==> config.mk <==
export PLATFORM = sky130hd
export DESIGN_NAME = cfgr_regs
export DESIGN_NICKNAME = d
export VERILOG_FILES = /design/src/verilog/cfgr_pkg.sv /design/src/verilog/cfgr_ctl_if.sv /design/src/verilog/cfgr_regs.sv /design/src/verilog/cfgr_drive_map.sv /design/src/verilog/cfgr_dma_strobe.sv
export SDC_FILE = /design/constraint.sdc
export NUM_CORES = 1
export LEC_CHECK = 0
export BUFFER_PORTS_ARGS = -buffer_cell sky130_fd_sc_hd__buf_2
export CORE_MARGIN = 2
export CORE_UTILIZATION = 35
export DETAILED_ROUTE_END_ITERATION = 7
export PLACE_DENSITY = 0.61
export RECOVER_POWER = 25
export SLEW_MARGIN = 15
export SYNTH_ARGS = -nofsm -noshare
export SYNTH_HDL_FRONTEND = slang
export SYNTH_SLANG_ARGS = --single-unit
==> constraint.sdc <==
create_clock -name ref_clk -period 1.7 [get_ports ref_clk]
set_input_delay 0 -clock ref_clk [delete_from_list [all_inputs] [get_ports ref_clk]]
set_output_delay 0 -clock ref_clk [all_outputs]
set_load 0.03 [all_outputs]
==> src/verilog/cfgr_pkg.sv <==
/*
  constants of the indexed configuration bank: indices, reset values,
  field positions, decode bases and timing counts.
  assumes nothing; imported by name only, never with import.
*/
`default_nettype none
package cfgr_pkg;
  // register indices held in the select register
  localparam logic [7:0] IDX_EXT_SETUP = 8'h05;
  localparam logic [7:0] IDX_DRV_TYPE = 8'h06;
  localparam logic [7:0] IDX_BOOT_POL = 8'h07;
  localparam logic [7:0] IDX_GP_LOW = 8'h08;
  localparam logic [7:0] IDX_GP_HIGH = 8'h09;
  localparam logic [7:0] IDX_ECP_THR = 8'h0A;
  localparam logic [7:0] IDX_RSVD_B = 8'h0B;
  localparam logic [7:0] IDX_RSVD_C = 8'h0C;
  localparam logic [7:0] IDX_DEV_ID = 8'h0D;
  localparam logic [7:0] IDX_REV_ID = 8'h0E;
  localparam logic [7:0] IDX_TEST = 8'h0F;
  // values after reset
  localparam logic [7:0] RST_EXT_SETUP = 8'h00;
  localparam logic [7:0] RST_DRV_TYPE = 8'hFF;
  localparam logic [7:0] RST_BOOT_POL = 8'h00;
  localparam logic [7:0] RST_GP_LOW = 8'h00;
  localparam logic [7:0] RST_GP_HIGH = 8'h00;
  localparam logic [7:0] RST_ECP_THR = 8'h00;
  localparam logic [7:0] RST_TEST = 8'h00;
  localparam logic [7:0] RST_INDEX = 8'h00;
  // field positions in the floppy / ide extended setup register
  localparam int BIT_FDC_SEC = 0;
  localparam int BIT_IDE_SEC = 1;
  localparam int BIT_NON_BURST = 2;
  localparam int BIT_DENSEL_LO = 3;
  localparam int BIT_DENSEL_HI = 4;
  localparam int BIT_SWAP = 5;
  localparam int BIT_EXT_DEC = 6;
  localparam int BIT_DS3_PIN = 7;
  // host address decode, 11 address bits
  localparam int HOST_AW = 11;
  localparam logic [10:0] FDC_PRI_BASE = 11'h3F0;
  localparam logic [10:0] FDC_SEC_BASE = 11'h370;
  localparam logic [10:0] IDE_PRI_BASE = 11'h1F0;
  localparam logic [10:0] IDE_SEC_BASE = 11'h170;
  localparam logic [10:0] IDE_PRI_CTL = 11'h3F6;
  localparam logic [10:0] IDE_SEC_CTL = 11'h376;
  // non-burst request gap, in ns and in cycles of ref_clk (100 MHz)
  localparam int CLK_PERIOD_NS = 10;
  localparam int NB_GAP_NS = 10;
  localparam int NB_GAP_CYC = (NB_GAP_NS + CLK_PERIOD_NS - 1) / CLK_PERIOD_NS;
endpackage
`default_nettype wire

==> src/verilog/cfgr_ctl_if.sv <==
/*
  carrier of the decoded setup bits from the register bank to the
  drive-select mapper and the dma strobe shaper.
  assumes all parties run on ref_clk.
*/
`timescale 1ns/1ps
`default_nettype none
interface cfgr_ctl_if;
  logic non_burst;   // single-byte dma handshakes
  logic swap_drv;    // exchange drives 0 and 1
  logic ext_decode;  // external 2-to-4 decoder fitted
  logic ds3_pin;     // shared pin always drive select three
  modport src (output non_burst, output swap_drv, output ext_decode,
               output ds3_pin);
  modport drv (input swap_drv, input ext_decode, input ds3_pin);
  modport dma (input non_burst);
endinterface
`default_nettype wire

==> src/verilog/cfgr_regs.sv <==
/*
  indexed configuration registers five to fifteen with the decode and
  pin logic they steer.
  assumes the host bus (index and data strobes, address, aen) is
  synchronous to ref_clk and that cfg_mode comes from the mode logic.
*/

`timescale 1ns/1ps
`default_nettype none
module cfgr_regs #(
  parameter logic [7:0] DEVICE_ID = 8'h5A,   // arbitrary value
  parameter logic [7:0] REVISION_ID = 8'h01, // arbitrary value
  parameter int GAP_CYC = cfgr_pkg::NB_GAP_CYC
) (
  // clock, reset, enable
  input wire logic ref_clk,
  input wire logic arst_n,
  input wire logic clk_en,
  // configuration access
  input wire logic cfg_mode,
  input wire logic idx_wr_stb,
  input wire logic dat_wr_stb,
  input wire logic dat_rd_stb,
  input wire logic [7:0] host_wdata,
  output logic [7:0] host_rdata,
  output logic host_rvalid,
  // host address decode
  input wire logic [10:0] isa_addr,
  input wire logic isa_aen,
  output logic fdc_cs,
  output logic ide_cs0,
  output logic ide_cs1,
  output logic gp_decode_output_n,
  // parallel port state
  input wire logic ecp_en,
  input wire logic pp_dir,
  // floppy controller side
  input wire logic fifo_en,
  input wire logic fdc_req_raw,
  input wire logic fdc_int_raw,
  input wire logic fdc_byte_done,
  input wire logic [3:0] ds_raw,
  input wire logic [3:0] mot_raw,
  output logic floppy_dma_request,
  output logic floppy_int_request,
  output logic [3:0] drive_select,
  output logic [3:0] motor_select,
  output logic shared_ds_pin,
  // setup values for other blocks
  output logic [1:0] densel_mode,
  output logic [7:0] drive_type_table,
  output logic [7:0] boot_drive_media_polarity,
  output logic [7:0] ecp_fifo_threshold
);
  logic [7:0] config_index_select_reg;  // selected index
  logic [7:0] floppy_ide_extended_setup_reg;
  logic [7:0] drive_type_table_reg;
  logic [7:0] boot_drive_media_polarity_reg;
  logic [7:0] gp_decode_addr_low_reg;
  logic [7:0] gp_decode_addr_high_reg;
  logic [7:0] ecp_fifo_threshold_reg;
  logic [7:0] test_bits_reg;
  logic [7:0] rdata_next;               // read mux
  logic wr_hit;                         // qualified data write
  logic [10:0] addr_eff;                // address with a10 gated
  logic [10:0] gp_cmp;                  // general decode compare value
  logic [10:0] fdc_base;                // selected floppy base
  logic [10:0] ide_base;                // selected ide command base
  logic [10:0] ide_ctl;                 // selected ide control pair

  cfgr_ctl_if ctl_bus ();

  // only the config mode may steer the bank
  assign wr_hit = cfg_mode && dat_wr_stb;

  // index select loads only while in config mode
  always_ff @(posedge ref_clk or negedge arst_n) begin
    if (!arst_n) begin
      config_index_select_reg <= cfgr_pkg::RST_INDEX;
    end else if (clk_en && cfg_mode && idx_wr_stb) begin
      config_index_select_reg <= host_wdata;
    end
  end

  // extended setup register, index five
  always_ff @(posedge ref_clk or negedge arst_n) begin
    if (!arst_n) begin
      floppy_ide_extended_setup_reg <= cfgr_pkg::RST_EXT_SETUP;
    end else if (clk_en && wr_hit &&
                 config_index_select_reg == cfgr_pkg::IDX_EXT_SETUP) begin
      floppy_ide_extended_setup_reg <= host_wdata;
    end
  end

  // drive type table; all ones means no known type yet
  always_ff @(posedge ref_clk or negedge arst_n) begin
    if (!arst_n) begin
      drive_type_table_reg <= cfgr_pkg::RST_DRV_TYPE;
    end else if (clk_en && wr_hit &&
                 config_index_select_reg == cfgr_pkg::IDX_DRV_TYPE) begin
      drive_type_table_reg <= host_wdata;
    end
  end

  // boot drive and media id polarity
  always_ff @(posedge ref_clk or negedge arst_n) begin
    if (!arst_n) begin
      boot_drive_media_polarity_reg <= cfgr_pkg::RST_BOOT_POL;
    end else if (clk_en && wr_hit &&
                 config_index_select_reg == cfgr_pkg::IDX_BOOT_POL) begin
      boot_drive_media_polarity_reg <= host_wdata;
    end
  end

  // general decode compare address, low byte
  always_ff @(posedge ref_clk or negedge arst_n) begin
    if (!arst_n) begin
      gp_decode_addr_low_reg <= cfgr_pkg::RST_GP_LOW;
    end else if (clk_en && wr_hit &&
                 config_index_select_reg == cfgr_pkg::IDX_GP_LOW) begin
      gp_decode_addr_low_reg <= host_wdata;
    end
  end

  // general decode compare address, high bits
  always_ff @(posedge ref_clk or negedge arst_n) begin
    if (!arst_n) begin
      gp_decode_addr_high_reg <= cfgr_pkg::RST_GP_HIGH;
    end else if (clk_en && wr_hit &&
                 config_index_select_reg == cfgr_pkg::IDX_GP_HIGH) begin
      gp_decode_addr_high_reg <= host_wdata;
    end
  end

  // ecp fifo threshold
  always_ff @(posedge ref_clk or negedge arst_n) begin
    if (!arst_n) begin
      ecp_fifo_threshold_reg <= cfgr_pkg::RST_ECP_THR;
    end else if (clk_en && wr_hit &&
                 config_index_select_reg == cfgr_pkg::IDX_ECP_THR) begin
      ecp_fifo_threshold_reg <= host_wdata;
    end
  end

  // test bits are stored and read back but steer nothing here;
  // software is expected to leave them at zero
  always_ff @(posedge ref_clk or negedge arst_n) begin
    if (!arst_n) begin
      test_bits_reg <= cfgr_pkg::RST_TEST;
    end else if (clk_en && wr_hit &&
                 config_index_select_reg == cfgr_pkg::IDX_TEST) begin
      test_bits_reg <= host_wdata;
    end
  end

  // read mux; reserved and unknown indices read zero, and no write
  // process above decodes 0B, 0C, 0D or 0E, so those writes vanish
  always_comb begin
    case (config_index_select_reg)
      cfgr_pkg::IDX_EXT_SETUP: rdata_next = floppy_ide_extended_setup_reg;
      cfgr_pkg::IDX_DRV_TYPE: rdata_next = drive_type_table_reg;
      cfgr_pkg::IDX_BOOT_POL: rdata_next = boot_drive_media_polarity_reg;
      cfgr_pkg::IDX_GP_LOW: rdata_next = gp_decode_addr_low_reg;
      cfgr_pkg::IDX_GP_HIGH: rdata_next = gp_decode_addr_high_reg;
      cfgr_pkg::IDX_ECP_THR: rdata_next = ecp_fifo_threshold_reg;
      cfgr_pkg::IDX_RSVD_B: rdata_next = 8'h00;
      cfgr_pkg::IDX_RSVD_C: rdata_next = 8'h00;
      cfgr_pkg::IDX_DEV_ID: rdata_next = DEVICE_ID;
      cfgr_pkg::IDX_REV_ID: rdata_next = REVISION_ID;
      cfgr_pkg::IDX_TEST: rdata_next = test_bits_reg;
      default: rdata_next = 8'h00;
    endcase
  end

  // read data captured on the strobe; outside config mode reads are
  // answered with zero so no setup leaks to normal traffic
  always_ff @(posedge ref_clk or negedge arst_n) begin
    if (!arst_n) begin
      host_rdata <= 8'h00;
      host_rvalid <= 1'b0;
    end else if (clk_en) begin
      host_rvalid <= dat_rd_stb;
      if (dat_rd_stb) begin
        host_rdata <= cfg_mode ? rdata_next : 8'h00;
      end
    end
  end

  // setup bits to the sub-blocks
  assign ctl_bus.non_burst =
    floppy_ide_extended_setup_reg[cfgr_pkg::BIT_NON_BURST];
  assign ctl_bus.swap_drv =
    floppy_ide_extended_setup_reg[cfgr_pkg::BIT_SWAP];
  assign ctl_bus.ext_decode =
    floppy_ide_extended_setup_reg[cfgr_pkg::BIT_EXT_DEC];
  assign ctl_bus.ds3_pin =
    floppy_ide_extended_setup_reg[cfgr_pkg::BIT_DS3_PIN];

  // decode bases from the secondary bits
  always_comb begin
    fdc_base = floppy_ide_extended_setup_reg[cfgr_pkg::BIT_FDC_SEC] ?
               cfgr_pkg::FDC_SEC_BASE : cfgr_pkg::FDC_PRI_BASE;
    if (floppy_ide_extended_setup_reg[cfgr_pkg::BIT_IDE_SEC]) begin
      ide_base = cfgr_pkg::IDE_SEC_BASE;
      ide_ctl = cfgr_pkg::IDE_SEC_CTL;
    end else begin
      ide_base = cfgr_pkg::IDE_PRI_BASE;
      ide_ctl = cfgr_pkg::IDE_PRI_CTL;
    end
  end

  // a10 is only meaningful to the general decode when ecp is on
  assign addr_eff = {isa_addr[10] & ecp_en, isa_addr[9:0]};
  assign gp_cmp = {gp_decode_addr_high_reg[2:0], gp_decode_addr_low_reg};

  // registered chip selects; every match waits for aen low
  always_ff @(posedge ref_clk or negedge arst_n) begin
    if (!arst_n) begin
      fdc_cs <= 1'b0;
      ide_cs0 <= 1'b0;
      ide_cs1 <= 1'b0;
      gp_decode_output_n <= 1'b1;
    end else if (clk_en) begin
      fdc_cs <= !isa_aen && isa_addr[10:3] == fdc_base[10:3];
      ide_cs0 <= !isa_aen && isa_addr[10:3] == ide_base[10:3];
      ide_cs1 <= !isa_aen && isa_addr[10:1] == ide_ctl[10:1];
      gp_decode_output_n <= !(!isa_aen && addr_eff == gp_cmp);
    end
  end

  // plain register views for neighbouring blocks
  assign densel_mode = floppy_ide_extended_setup_reg[
    cfgr_pkg::BIT_DENSEL_HI:cfgr_pkg::BIT_DENSEL_LO];
  assign drive_type_table = drive_type_table_reg;
  assign boot_drive_media_polarity = boot_drive_media_polarity_reg;
  assign ecp_fifo_threshold = ecp_fifo_threshold_reg;

  // per-byte strobing of dma and interrupt requests
  cfgr_dma_strobe #(
    .GAP_CYC(GAP_CYC)
  ) u_dma (
    .ref_clk(ref_clk),
    .arst_n(arst_n),
    .clk_en(clk_en),
    .ctl(ctl_bus.dma),
    .fifo_en(fifo_en),
    .req_raw(fdc_req_raw),
    .int_raw(fdc_int_raw),
    .byte_done(fdc_byte_done),
    .dma_req(floppy_dma_request),
    .int_req(floppy_int_request)
  );

  // drive and motor select mapping
  cfgr_drive_map u_drv (
    .ref_clk(ref_clk),
    .arst_n(arst_n),
    .clk_en(clk_en),
    .ctl(ctl_bus.drv),
    .ds_raw(ds_raw),
    .mot_raw(mot_raw),
    .ecp_en(ecp_en),
    .pp_dir(pp_dir),
    .ds_out(drive_select),
    .mot_out(motor_select),
    .shared_pin(shared_ds_pin)
  );
endmodule
`default_nettype wire

==> src/verilog/cfgr_drive_map.sv <==
/*
  drive and motor select mapper: swap of drives 0/1, internal or
  external decode, use of the shared drive select pin.
  assumes raw selects come from floppy logic on ref_clk.
*/
`timescale 1ns/1ps
`default_nettype none
module cfgr_drive_map (
  // clock and reset
  input wire logic ref_clk,
  input wire logic arst_n,
  input wire logic clk_en,
  // setup
  cfgr_ctl_if.drv ctl,
  // selects from the floppy controller, active high, and parallel port state
  input wire logic [3:0] ds_raw,
  input wire logic [3:0] mot_raw,
  input wire logic ecp_en,
  input wire logic pp_dir,
  // pin side, registered
  output logic [3:0] ds_out,
  output logic [3:0] mot_out,
  output logic shared_pin
);
  logic [3:0] ds_sw;  // after optional swap
  logic [3:0] mot_sw;
  logic [3:0] ds_dec; // after decode choice

  // swap only drives 0 and 1, others pass
  always_comb begin
    ds_sw = ctl.swap_drv ? {ds_raw[3:2], ds_raw[0], ds_raw[1]} : ds_raw;
    mot_sw = ctl.swap_drv ? {mot_raw[3:2], mot_raw[0], mot_raw[1]} : mot_raw;
  end

  // external decoder wants a binary code plus an enable
  always_comb begin
    if (ctl.ext_decode) begin
      ds_dec = {1'b0, |ds_sw, ds_sw[3] | ds_sw[2], ds_sw[3] | ds_sw[1]};
    end else begin
      ds_dec = ds_sw;
    end
  end

  // registered pin outputs
  always_ff @(posedge ref_clk or negedge arst_n) begin
    if (!arst_n) begin
      ds_out <= 4'h0;
      mot_out <= 4'h0;
      shared_pin <= 1'b0;
    end else if (clk_en) begin
      ds_out <= ds_dec;
      mot_out <= mot_sw;
      // pin carries parallel direction only when ecp owns it
      if (ctl.ds3_pin) begin
        shared_pin <= ds_dec[3];
      end else begin
        shared_pin <= ecp_en ? pp_dir : ds_dec[2];
      end
    end
  end
endmodule
`default_nettype wire

==> src/verilog/cfgr_dma_strobe.sv <==
/*
  dma / interrupt request shaper for the floppy fifo: passes requests
  in burst mode, strobes them once per byte in non-burst mode while fifo_en is high.
  assumes byte_done is a one-cycle pulse on ref_clk.
*/
`timescale 1ns/1ps
`default_nettype none
module cfgr_dma_strobe #(
  parameter int GAP_CYC = cfgr_pkg::NB_GAP_CYC
) (
  // clock and reset
  input wire logic ref_clk,
  input wire logic arst_n,
  input wire logic clk_en,
  // setup
  cfgr_ctl_if.dma ctl,
  // from the floppy fifo
  input wire logic fifo_en,
  input wire logic req_raw,
  input wire logic int_raw,
  input wire logic byte_done,
  // shaped requests, handshake outputs
  output logic dma_req,
  output logic int_req
);
  logic [7:0] gap_reg; // cycles left with requests dropped
  logic strobing;      // non-burst shaping active

  // refuse gaps that the 8-bit counter cannot hold
  if (GAP_CYC < 1 || GAP_CYC > 255) begin : g_gap_check
    $error("GAP_CYC out of range");
  end

  assign strobing = ctl.non_burst && fifo_en;

  // drop requests for a gap after each byte so each byte gets a strobe
  always_ff @(posedge ref_clk or negedge arst_n) begin
    if (!arst_n) begin
      gap_reg <= 8'h00;
    end else if (clk_en) begin
      if (strobing && byte_done) begin
        gap_reg <= 8'(GAP_CYC);
      end else if (gap_reg != 8'h00) begin
        gap_reg <= gap_reg - 8'h01;
      end
    end
  end

  // burst mode passes straight; the request stays low through the gap
  assign dma_req = req_raw && !(strobing && (byte_done || gap_reg != 8'h00));
  assign int_req = int_raw && !(strobing && (byte_done || gap_reg != 8'h00));
endmodule
`default_nettype wire

==> results of run 1 <==
through the flow:
stage               TNS, ns  hold WS (ns)  setup slack (ns)  cells
global placement      -4.11       -0.0461            -0.205    691
detailed placement    -5.53       -0.0436            -0.188    691
CTS                   -4.74       0.00737            -0.147    731
floorplan             -1.73        -0.296           -0.0871    394
finish                -4.51        0.0216            -0.136    730
global route          -9.49        0.0114            -0.217    730
synthesized netlist by cell type (3+ instances only):
library cell	count	area share
a31oi_1	4	0.0053
nand4_1	6	0.0080
xnor2_1	4	0.0075
mux2_2	65	0.16
a311oi_1	3	0.0056
dfstp_2	9	0.050
nor2b_1	6	0.0080
a211oi_1	3	0.0048
or3_1	3	0.0040
and3_1	6	0.0080
o21ai_0	16	0.017
a32oi_1	5	0.0093
mux2i_1	15	0.032
nand2_1	20	0.016
nand2b_1	7	0.0093
a21oi_1	7	0.0075
and2_1	4	0.0053
clkbuf_1	9	0.0072
dfrtp_1	85	0.45
mux2_4	8	0.026
and4_1	3	0.0056
o2bb2ai_1	5	0.0093
buf_4	3	0.0048
nor4_1	4	0.0053
buf_2	7	0.0075
nor2_1	12	0.0096
nor3b_1	3	0.0048
a22o_1	4	0.0075
nor3_1	5	0.0053
o32ai_1	3	0.0056
nand3_1	8	0.0085
inv_1	9	0.0072
xor2_1	9	0.017
o211ai_1	3	0.0048
nor2_2	5	0.0067
tightest hold or removal path, cell delays in order:
cell and delay, ns:
buf_2 0.11, nor4_1 0.06, nand2_1 0.08, o2bb2ai_1 0.08
how the worst max path moves through the flow:
stage / depth (start not counted) / slack, ns / start / endpoint
4_1_cts: 5 / -0.15 / config_index_select_reg[5]$_DFFE_PN0P_ / gp_decode_addr_low_reg[5]$_DFFE_PN0P_
2_1_floorplan: 5 / -0.09 / config_index_select_reg[6]$_DFFE_PN0P_ / gp_decode_addr_low_reg[0]$_DFFE_PN0P_
5_1_grt: 5 / -0.22 / config_index_select_reg[5]$_DFFE_PN0P_ / test_bits_reg[1]$_DFFE_PN0P_
6_report: 5 / -0.14 / config_index_select_reg[5]$_DFFE_PN0P_ / gp_decode_addr_low_reg[5]$_DFFE_PN0P_
3_3_place_gp: 6 / -0.20 / config_index_select_reg[0]$_DFFE_PN0P_ / host_rdata[0]$_DFFE_PN0P_
3_5_place_dp: 5 / -0.19 / config_index_select_reg[6]$_DFFE_PN0P_ / test_bits_reg[0]$_DFFE_PN0P_
kinds of logic after synthesis:
family | count (synthesis) | share of synthesized area
xor+xnor | 13 | 0.0243
fa+ha+maj | 2 | 0.00533
flops | 94 | 0.504
mux | 88 | 0.214
buf+inv | 29 | 0.0275
compound gates | 70 | 0.108
simple gates | 98 | 0.118
what timing repair did:
item / 4_1_cts / 5_1_grt
gates resized for setup: 46 / 20
pin swaps: 7 / 6
hold buffers: 12 / 0
hold endpoints to repair: 95 / 0
setup buffers: 12 / 0
endpoints found under the setup margin: 64 / 67
cloned: 0 / 0
power by group:
part	internal [W]	switching (W)
Clock	0.00111	0.000860
Sequential	0.00246	0.000217
Combinational	0.000796	0.000862
Total	0.00437	0.00194
layout make-up:
cell class | instances | area, µm²
well taps | 176 | 220
clock buffers | 13 | 270
multi-input cells | 271 | 2420
clock inverters | 3 | 17.5
fillers | 1219 | 6750
repair buffers | 164 | 1110
flip-flops and latches | 94 | 2360
inverters | 9 | 33.8
cells in the final DEF, fill, tap and decap left out, types with 4 or more instances in the layout:
cell type / synthesis / layout
buf_2: 7 / 87
buf_6: 0 / 9
a31oi_1: 4 / 4
nand2b_1: 7 / 7
dfrtp_1: 85 / 84
mux2_2: 65 / 41
dlygate4sd3_1: 0 / 12
and3_1: 6 / 6
nor2b_2: 0 / 4
dfstp_2: 9 / 9
nand3_1: 8 / 7
xnor2_1: 4 / 4
clkbuf_16: 0 / 9
a32oi_1: 5 / 4
xor2_1: 9 / 9
a21oi_1: 7 / 7
buf_4: 3 / 50
nor2_1: 12 / 11
nand4_1: 6 / 6
mux2i_1: 15 / 14
o21ai_0: 16 / 11
nand2_1: 20 / 19
mux2_4: 8 / 32
o2bb2ai_1: 5 / 5
nor3_1: 5 / 5
a22o_1: 4 / 4
inv_1: 9 / 7
and2_1: 4 / 4
o21ai_1: 0 / 4
nor2_4: 0 / 6
per-layer routing:
metal	wire, µm	up-vias	GRT usage
li1	-	1774	-
met1	6160	1909	0.269
met2	6780	131	0.338
met3	713	21	0.0537
met4	235	0	0.0559
met5	0	-	0
==> flow_metrics.tcl, run 1 <==
set metrics [dict create \
    yosysSeqAreaShare 0.504 \
    min_period_over_period 1.08 \
    p_per_area_nw_per_um2 980 \
    pin_count 91 \
    setup_slack_ns -0.136 \
    drive_gt1_frac 0.504 \
    cp_num_buf_inv 1 \
    period_needed_ns 1.84 \
    ir_drop_mv 0.698 \
    clock_latency_ns 0.36 \
    run_status "finished, violations left" \
    fp.dieH_um 120 \
    syn-num-nets 437 \
    dieArea_um2 14300 \
    slowest_stage "or4_1" \
    tightestPinTransition_ns 0.721 \
    syn-cell-area_um2 4690 \
    grt_max_degree 38 \
    hold_end "ide_cs0$_DFFE_PN0P_" \
    syn_to_final_growth_pct 37.2 \
    min-delay-start "isa_addr[10]" \
    cts_root_buffer "clkbuf_16" \
    htreeDepth 3 \
    hold_viol 0 \
    slew_viol_final 0 \
    antenna_left 0 \
    fp.coreArea_um2 13200 \
    drc_errors 0 \
    antennaDiodeCount 0 \
    p_total_w 0.00630 \
    reg2reg_slack_ns -0.14 \
    maxCapViolCount 0 \
    synthCells 394 \
    grt_first_pass_wirelength_mm 22.2 \
    grt.total_usage 0.205 \
    cp.arrival_ns 2.08 \
    start_util 0.356 \
    yosysWarningCount 0 \
    r2r_start "config_index_select_reg[5]$_DFFE_PN0P_" \
    place_congestion 0.841 \
    synth_seq_cells 94 \
    dpl.hpwl_mm 9.89 \
    cp-end-kind "register" \
    synthFlopType "dfrtp_1" \
    fp.dieW_um 120 \
    path_cells "nor4_4, nand2_1, or4_1, buf_6, mux2_4" \
    clk_pin_slew_worst_paths_ns 0.07 \
    max-slew-margin-rel 0.519 \
    cp_slowest_stage_delay_ns 0.42 \
    reg2reg_depth 5 \
    dr.pass1.iters 4 \
    cts.sinks 94 \
    numCtsBuffers 9 \
    clock_skew_ns 0.00976 \
    utilization 0.488 \
    final_net_count 592 \
    via_count 3835 \
    grt_overflow 0 \
    grt_pass1_vias 4041 \
    worstReg2RegEnd "gp_decode_addr_low_reg[5]$_DFFE_PN0P_" \
    fmax_mhz 545 \
    synth_edf_count 0 \
    path_max_fanout 8 \
    portBuffers 90 \
    crit_type "register to register" \
    wl_mm 13.9 \
    ys_types 55 \
    leakage_nw 3.10 \
    worstSetupStartpointType "register" \
    antenna_found_initial 0 \
    ys_async_sr_fraction 1.00 \
    rsz0062_at_grt "true" \
    min_delay_path_depth 4 \
    crit_family "simple AND/OR/NAND/NOR gates" \
    cp.required_ns 1.94 \
    rows 42 \
    finalSetupViolCount 55 \
    tritoncts "done" \
    placed_cell_area_um2 5720 \
    final_area_um2 6440 \
    violations "setup timing" \
    vias_per_cell 5.25 \
    clock_path_buffers 2 \
    drtIter0Drc 274 \
    syn_area_per_cell_um2 11.9 \
    post_drt_wl_per_cell_um 19.0 \
    hold_path_class "input port to register" \
]
Power figures use the tool's default switching activity.
==> run 2, diff against run 1 <==
--- a/config.mk
+++ b/config.mk
@@ -5,7 +5,7 @@
 export SDC_FILE = /design/constraint.sdc
 export NUM_CORES = 1
 export LEC_CHECK = 0
-export BUFFER_PORTS_ARGS = -buffer_cell sky130_fd_sc_hd__buf_2
+export BUFFER_PORTS_ARGS = -buffer_cell sky130_fd_sc_hd__clkbuf_2
 export CORE_MARGIN = 2
 export CORE_UTILIZATION = 35
 export DETAILED_ROUTE_END_ITERATION = 7
==> run 2 against run 1 <==
Compared with the run above:
- the run still ends with setup timing left
- critical path depth down 1
- routed wire length down 1.3%
- global-route usage down 0.79 points
- via count about the same
- clock power up 14%
- critical endpoint is now gp_decode_addr_low_reg[6]$_DFFE_PN0P_
- highest routed layer unchanged
==> flow_metrics.tcl, run 2 (synthesized netlist as in run 1, its figures left out) <==
set metrics [dict create \
    run_status "finished, violations left" \
    violations "setup timing" \
    rsz0062_at_grt "true" \
    cp.arrival_ns 2.01 \
    fin_cells 732 \
    cp-end-kind "register" \
    antenna_found_initial 0 \
    place_congestion 0.864 \
    cts.sinks 94 \
    maxCapViolCount 0 \
    start_util 0.356 \
    grt_overflow 0 \
    tightestPinTransition_ns 1.08 \
    fp.dieH_um 120 \
    tritoncts "done" \
    hold_viol 0 \
    wl_mm 13.7 \
    grt_max_degree 42 \
    drt-met1-wl_mm 5.99 \
    cts_root_buffer "clkbuf_16" \
    rows 42 \
    path_cells "nor4_4, nand2_1, or4_4, mux2_4" \
    max-slew-margin-rel 0.278 \
    syn_to_final_growth_pct 38.9 \
    grt_first_pass_wirelength_mm 21.7 \
    clock_skew_ns 0.00982 \
    finalSetupViolCount 36 \
    dr.pass1.iters 5 \
    grt.total_usage 0.197 \
    clk_pin_slew_worst_paths_ns 0.07 \
    p_total_w 0.00668 \
    post_drt_wl_per_cell_um 18.7 \
    antenna_left 0 \
    p_per_area_nw_per_um2 1020 \
    hold_path_class "input port to register" \
    top_layer "met4" \
    route.met2.wl_mm 6.74 \
    cp_slowest_stage_delay_ns 0.54 \
    via_count 3833 \
    setup_slack_ns -0.0770 \
    fp.coreArea_um2 13200 \
    dpl.hpwl_mm 9.88 \
    numCtsBuffers 9 \
    slew_viol_final 0 \
    antennaDiodeCount 0 \
    clock_latency_ns 0.35 \
    final_net_count 594 \
    ir_drop_mv 0.892 \
    fmax_mhz 563 \
    htreeDepth 3 \
    fin_tns_setup_ns -1.75 \
    dr_wl_met3_um 777 \
    vias_per_cell 5.24 \
    slowest_stage "or4_4" \
    clock_path_buffers 2 \
    final_cell_mix "clkbuf_2 (88), dfrtp_1 (84), buf_4 (53), mux2_2 (41), mux2_4 (32)" \
    min_period_over_period 1.05 \
    leakage_nw 3.12 \
    dp.cells 693 \
    path_max_fanout 8 \
    grt_pass1_vias 3980 \
    worstSetupStartpointType "register" \
    period_needed_ns 1.78 \
    dpl_worst_slack_ns -0.169 \
    drive_gt1_frac 0.507 \
    drc_errors 0 \
    fp.dieW_um 120 \
    mostFrequentLayoutCell "clkbuf_2" \
    pin_count 91 \
    portBuffers 90 \
    crit_type "register to register" \
    drtIter0Drc 210 \
    cp.required_ns 1.93 \
    dieArea_um2 14300 \
]
[run 2: changes by cell type in the layout (fill, tap and decap cells not counted), sizes merged]
cell | before | now
clkbuf | 16 | 103
buf | 149 | 63
dlygate4sd3 | 12 | 11
bufinv | 0 | 2
[run 2: path summary, 6_finish.rpt]
| check | slack [ns] | cells after the start | endpoint | from |
|---|---|---|---|---|
| worst min-delay path | 0.02 | 3 | u_drv.ds_out[0]$_DFFE_PN0P_ | ds_raw[1] |
| min in group asynchronous | 0.38 | 2 | gp_decode_addr_high_reg[2]$_DFFE_PN0P_ | arst_n |
| worst max-delay path | -0.08 | 4 | gp_decode_addr_low_reg[6]$_DFFE_PN0P_ | config_index_select_reg[6]$_DFFE_PN0P_ |
| worst max register to register | -0.08 | 4 | gp_decode_addr_low_reg[6]$_DFFE_PN0P_ | config_index_select_reg[6]$_DFFE_PN0P_ |
| worst min register to register | 0.48 | 2 | host_rdata[6]$_DFFE_PN0P_ | host_rdata[6]$_DFFE_PN0P_ |
| max in group asynchronous | 0.18 | 3 | drive_type_table[6]$_DFFE_PN1P_ | arst_n |
[run 2: layout make-up]
type | instances | area (µm²)
clock buffers | 11 | 253
clock inverters | 5 | 81.3
fillers | 1191 | 6670
inverters | 9 | 33.8
multi-input cells | 271 | 2430
flip-flops and latches | 94 | 2360
well taps | 176 | 220
repair buffers | 166 | 1140
[run 2: metrics by stage]
stage,hold WS [ns],util,cell area (µm²)
2_1_floorplan,-0.296,-,4730
3_3_place_gp,0.0269,0.436,5750
3_5_place_dp,0.0345,0.436,5750
4_1_cts,0.0146,0.491,6480
5_1_grt,0.0475,0.494,6520
6_report,0.0183,0.494,6520
[run 2: per-layer routing]
layer | up-vias | global-route usage
met5 | - | 0
met4 | 0 | 0.0581
met3 | 16 | 0.0418
met2 | 122 | 0.325
met1 | 1918 | 0.262
li1 | 1777 | -
[run 2: worst max-delay path: cells and delay by family (launching register included)]
family	cells	cell delay, ns
muxes	1	0.33
and+or+nand+nor	3	0.92
DFF	1	0.40
[run 2: where the power goes]
part	internal, W	total [W]	leakage, nW	switching [W]
Sequential	0.00246	0.00268	1.22	0.000215
Clock	0.00137	0.00225	0.162	0.000878
Combinational	0.000848	0.00175	1.74	0.000903
Total	0.00468	0.00668	3.12	0.00200
[run 2: repair_timing]
| item | CTS | global route |
|---|---|---|
| resized for setup | 52 | 13 |
| pin swaps | 8 | 7 |
| setup buffers | 11 | 2 |
| setup endpoints to repair | 58 | 71 |
| hold buffers | 11 | 0 |
| cloned | 0 | 0 |
| hold endpoints to repair | 47 | 0 |
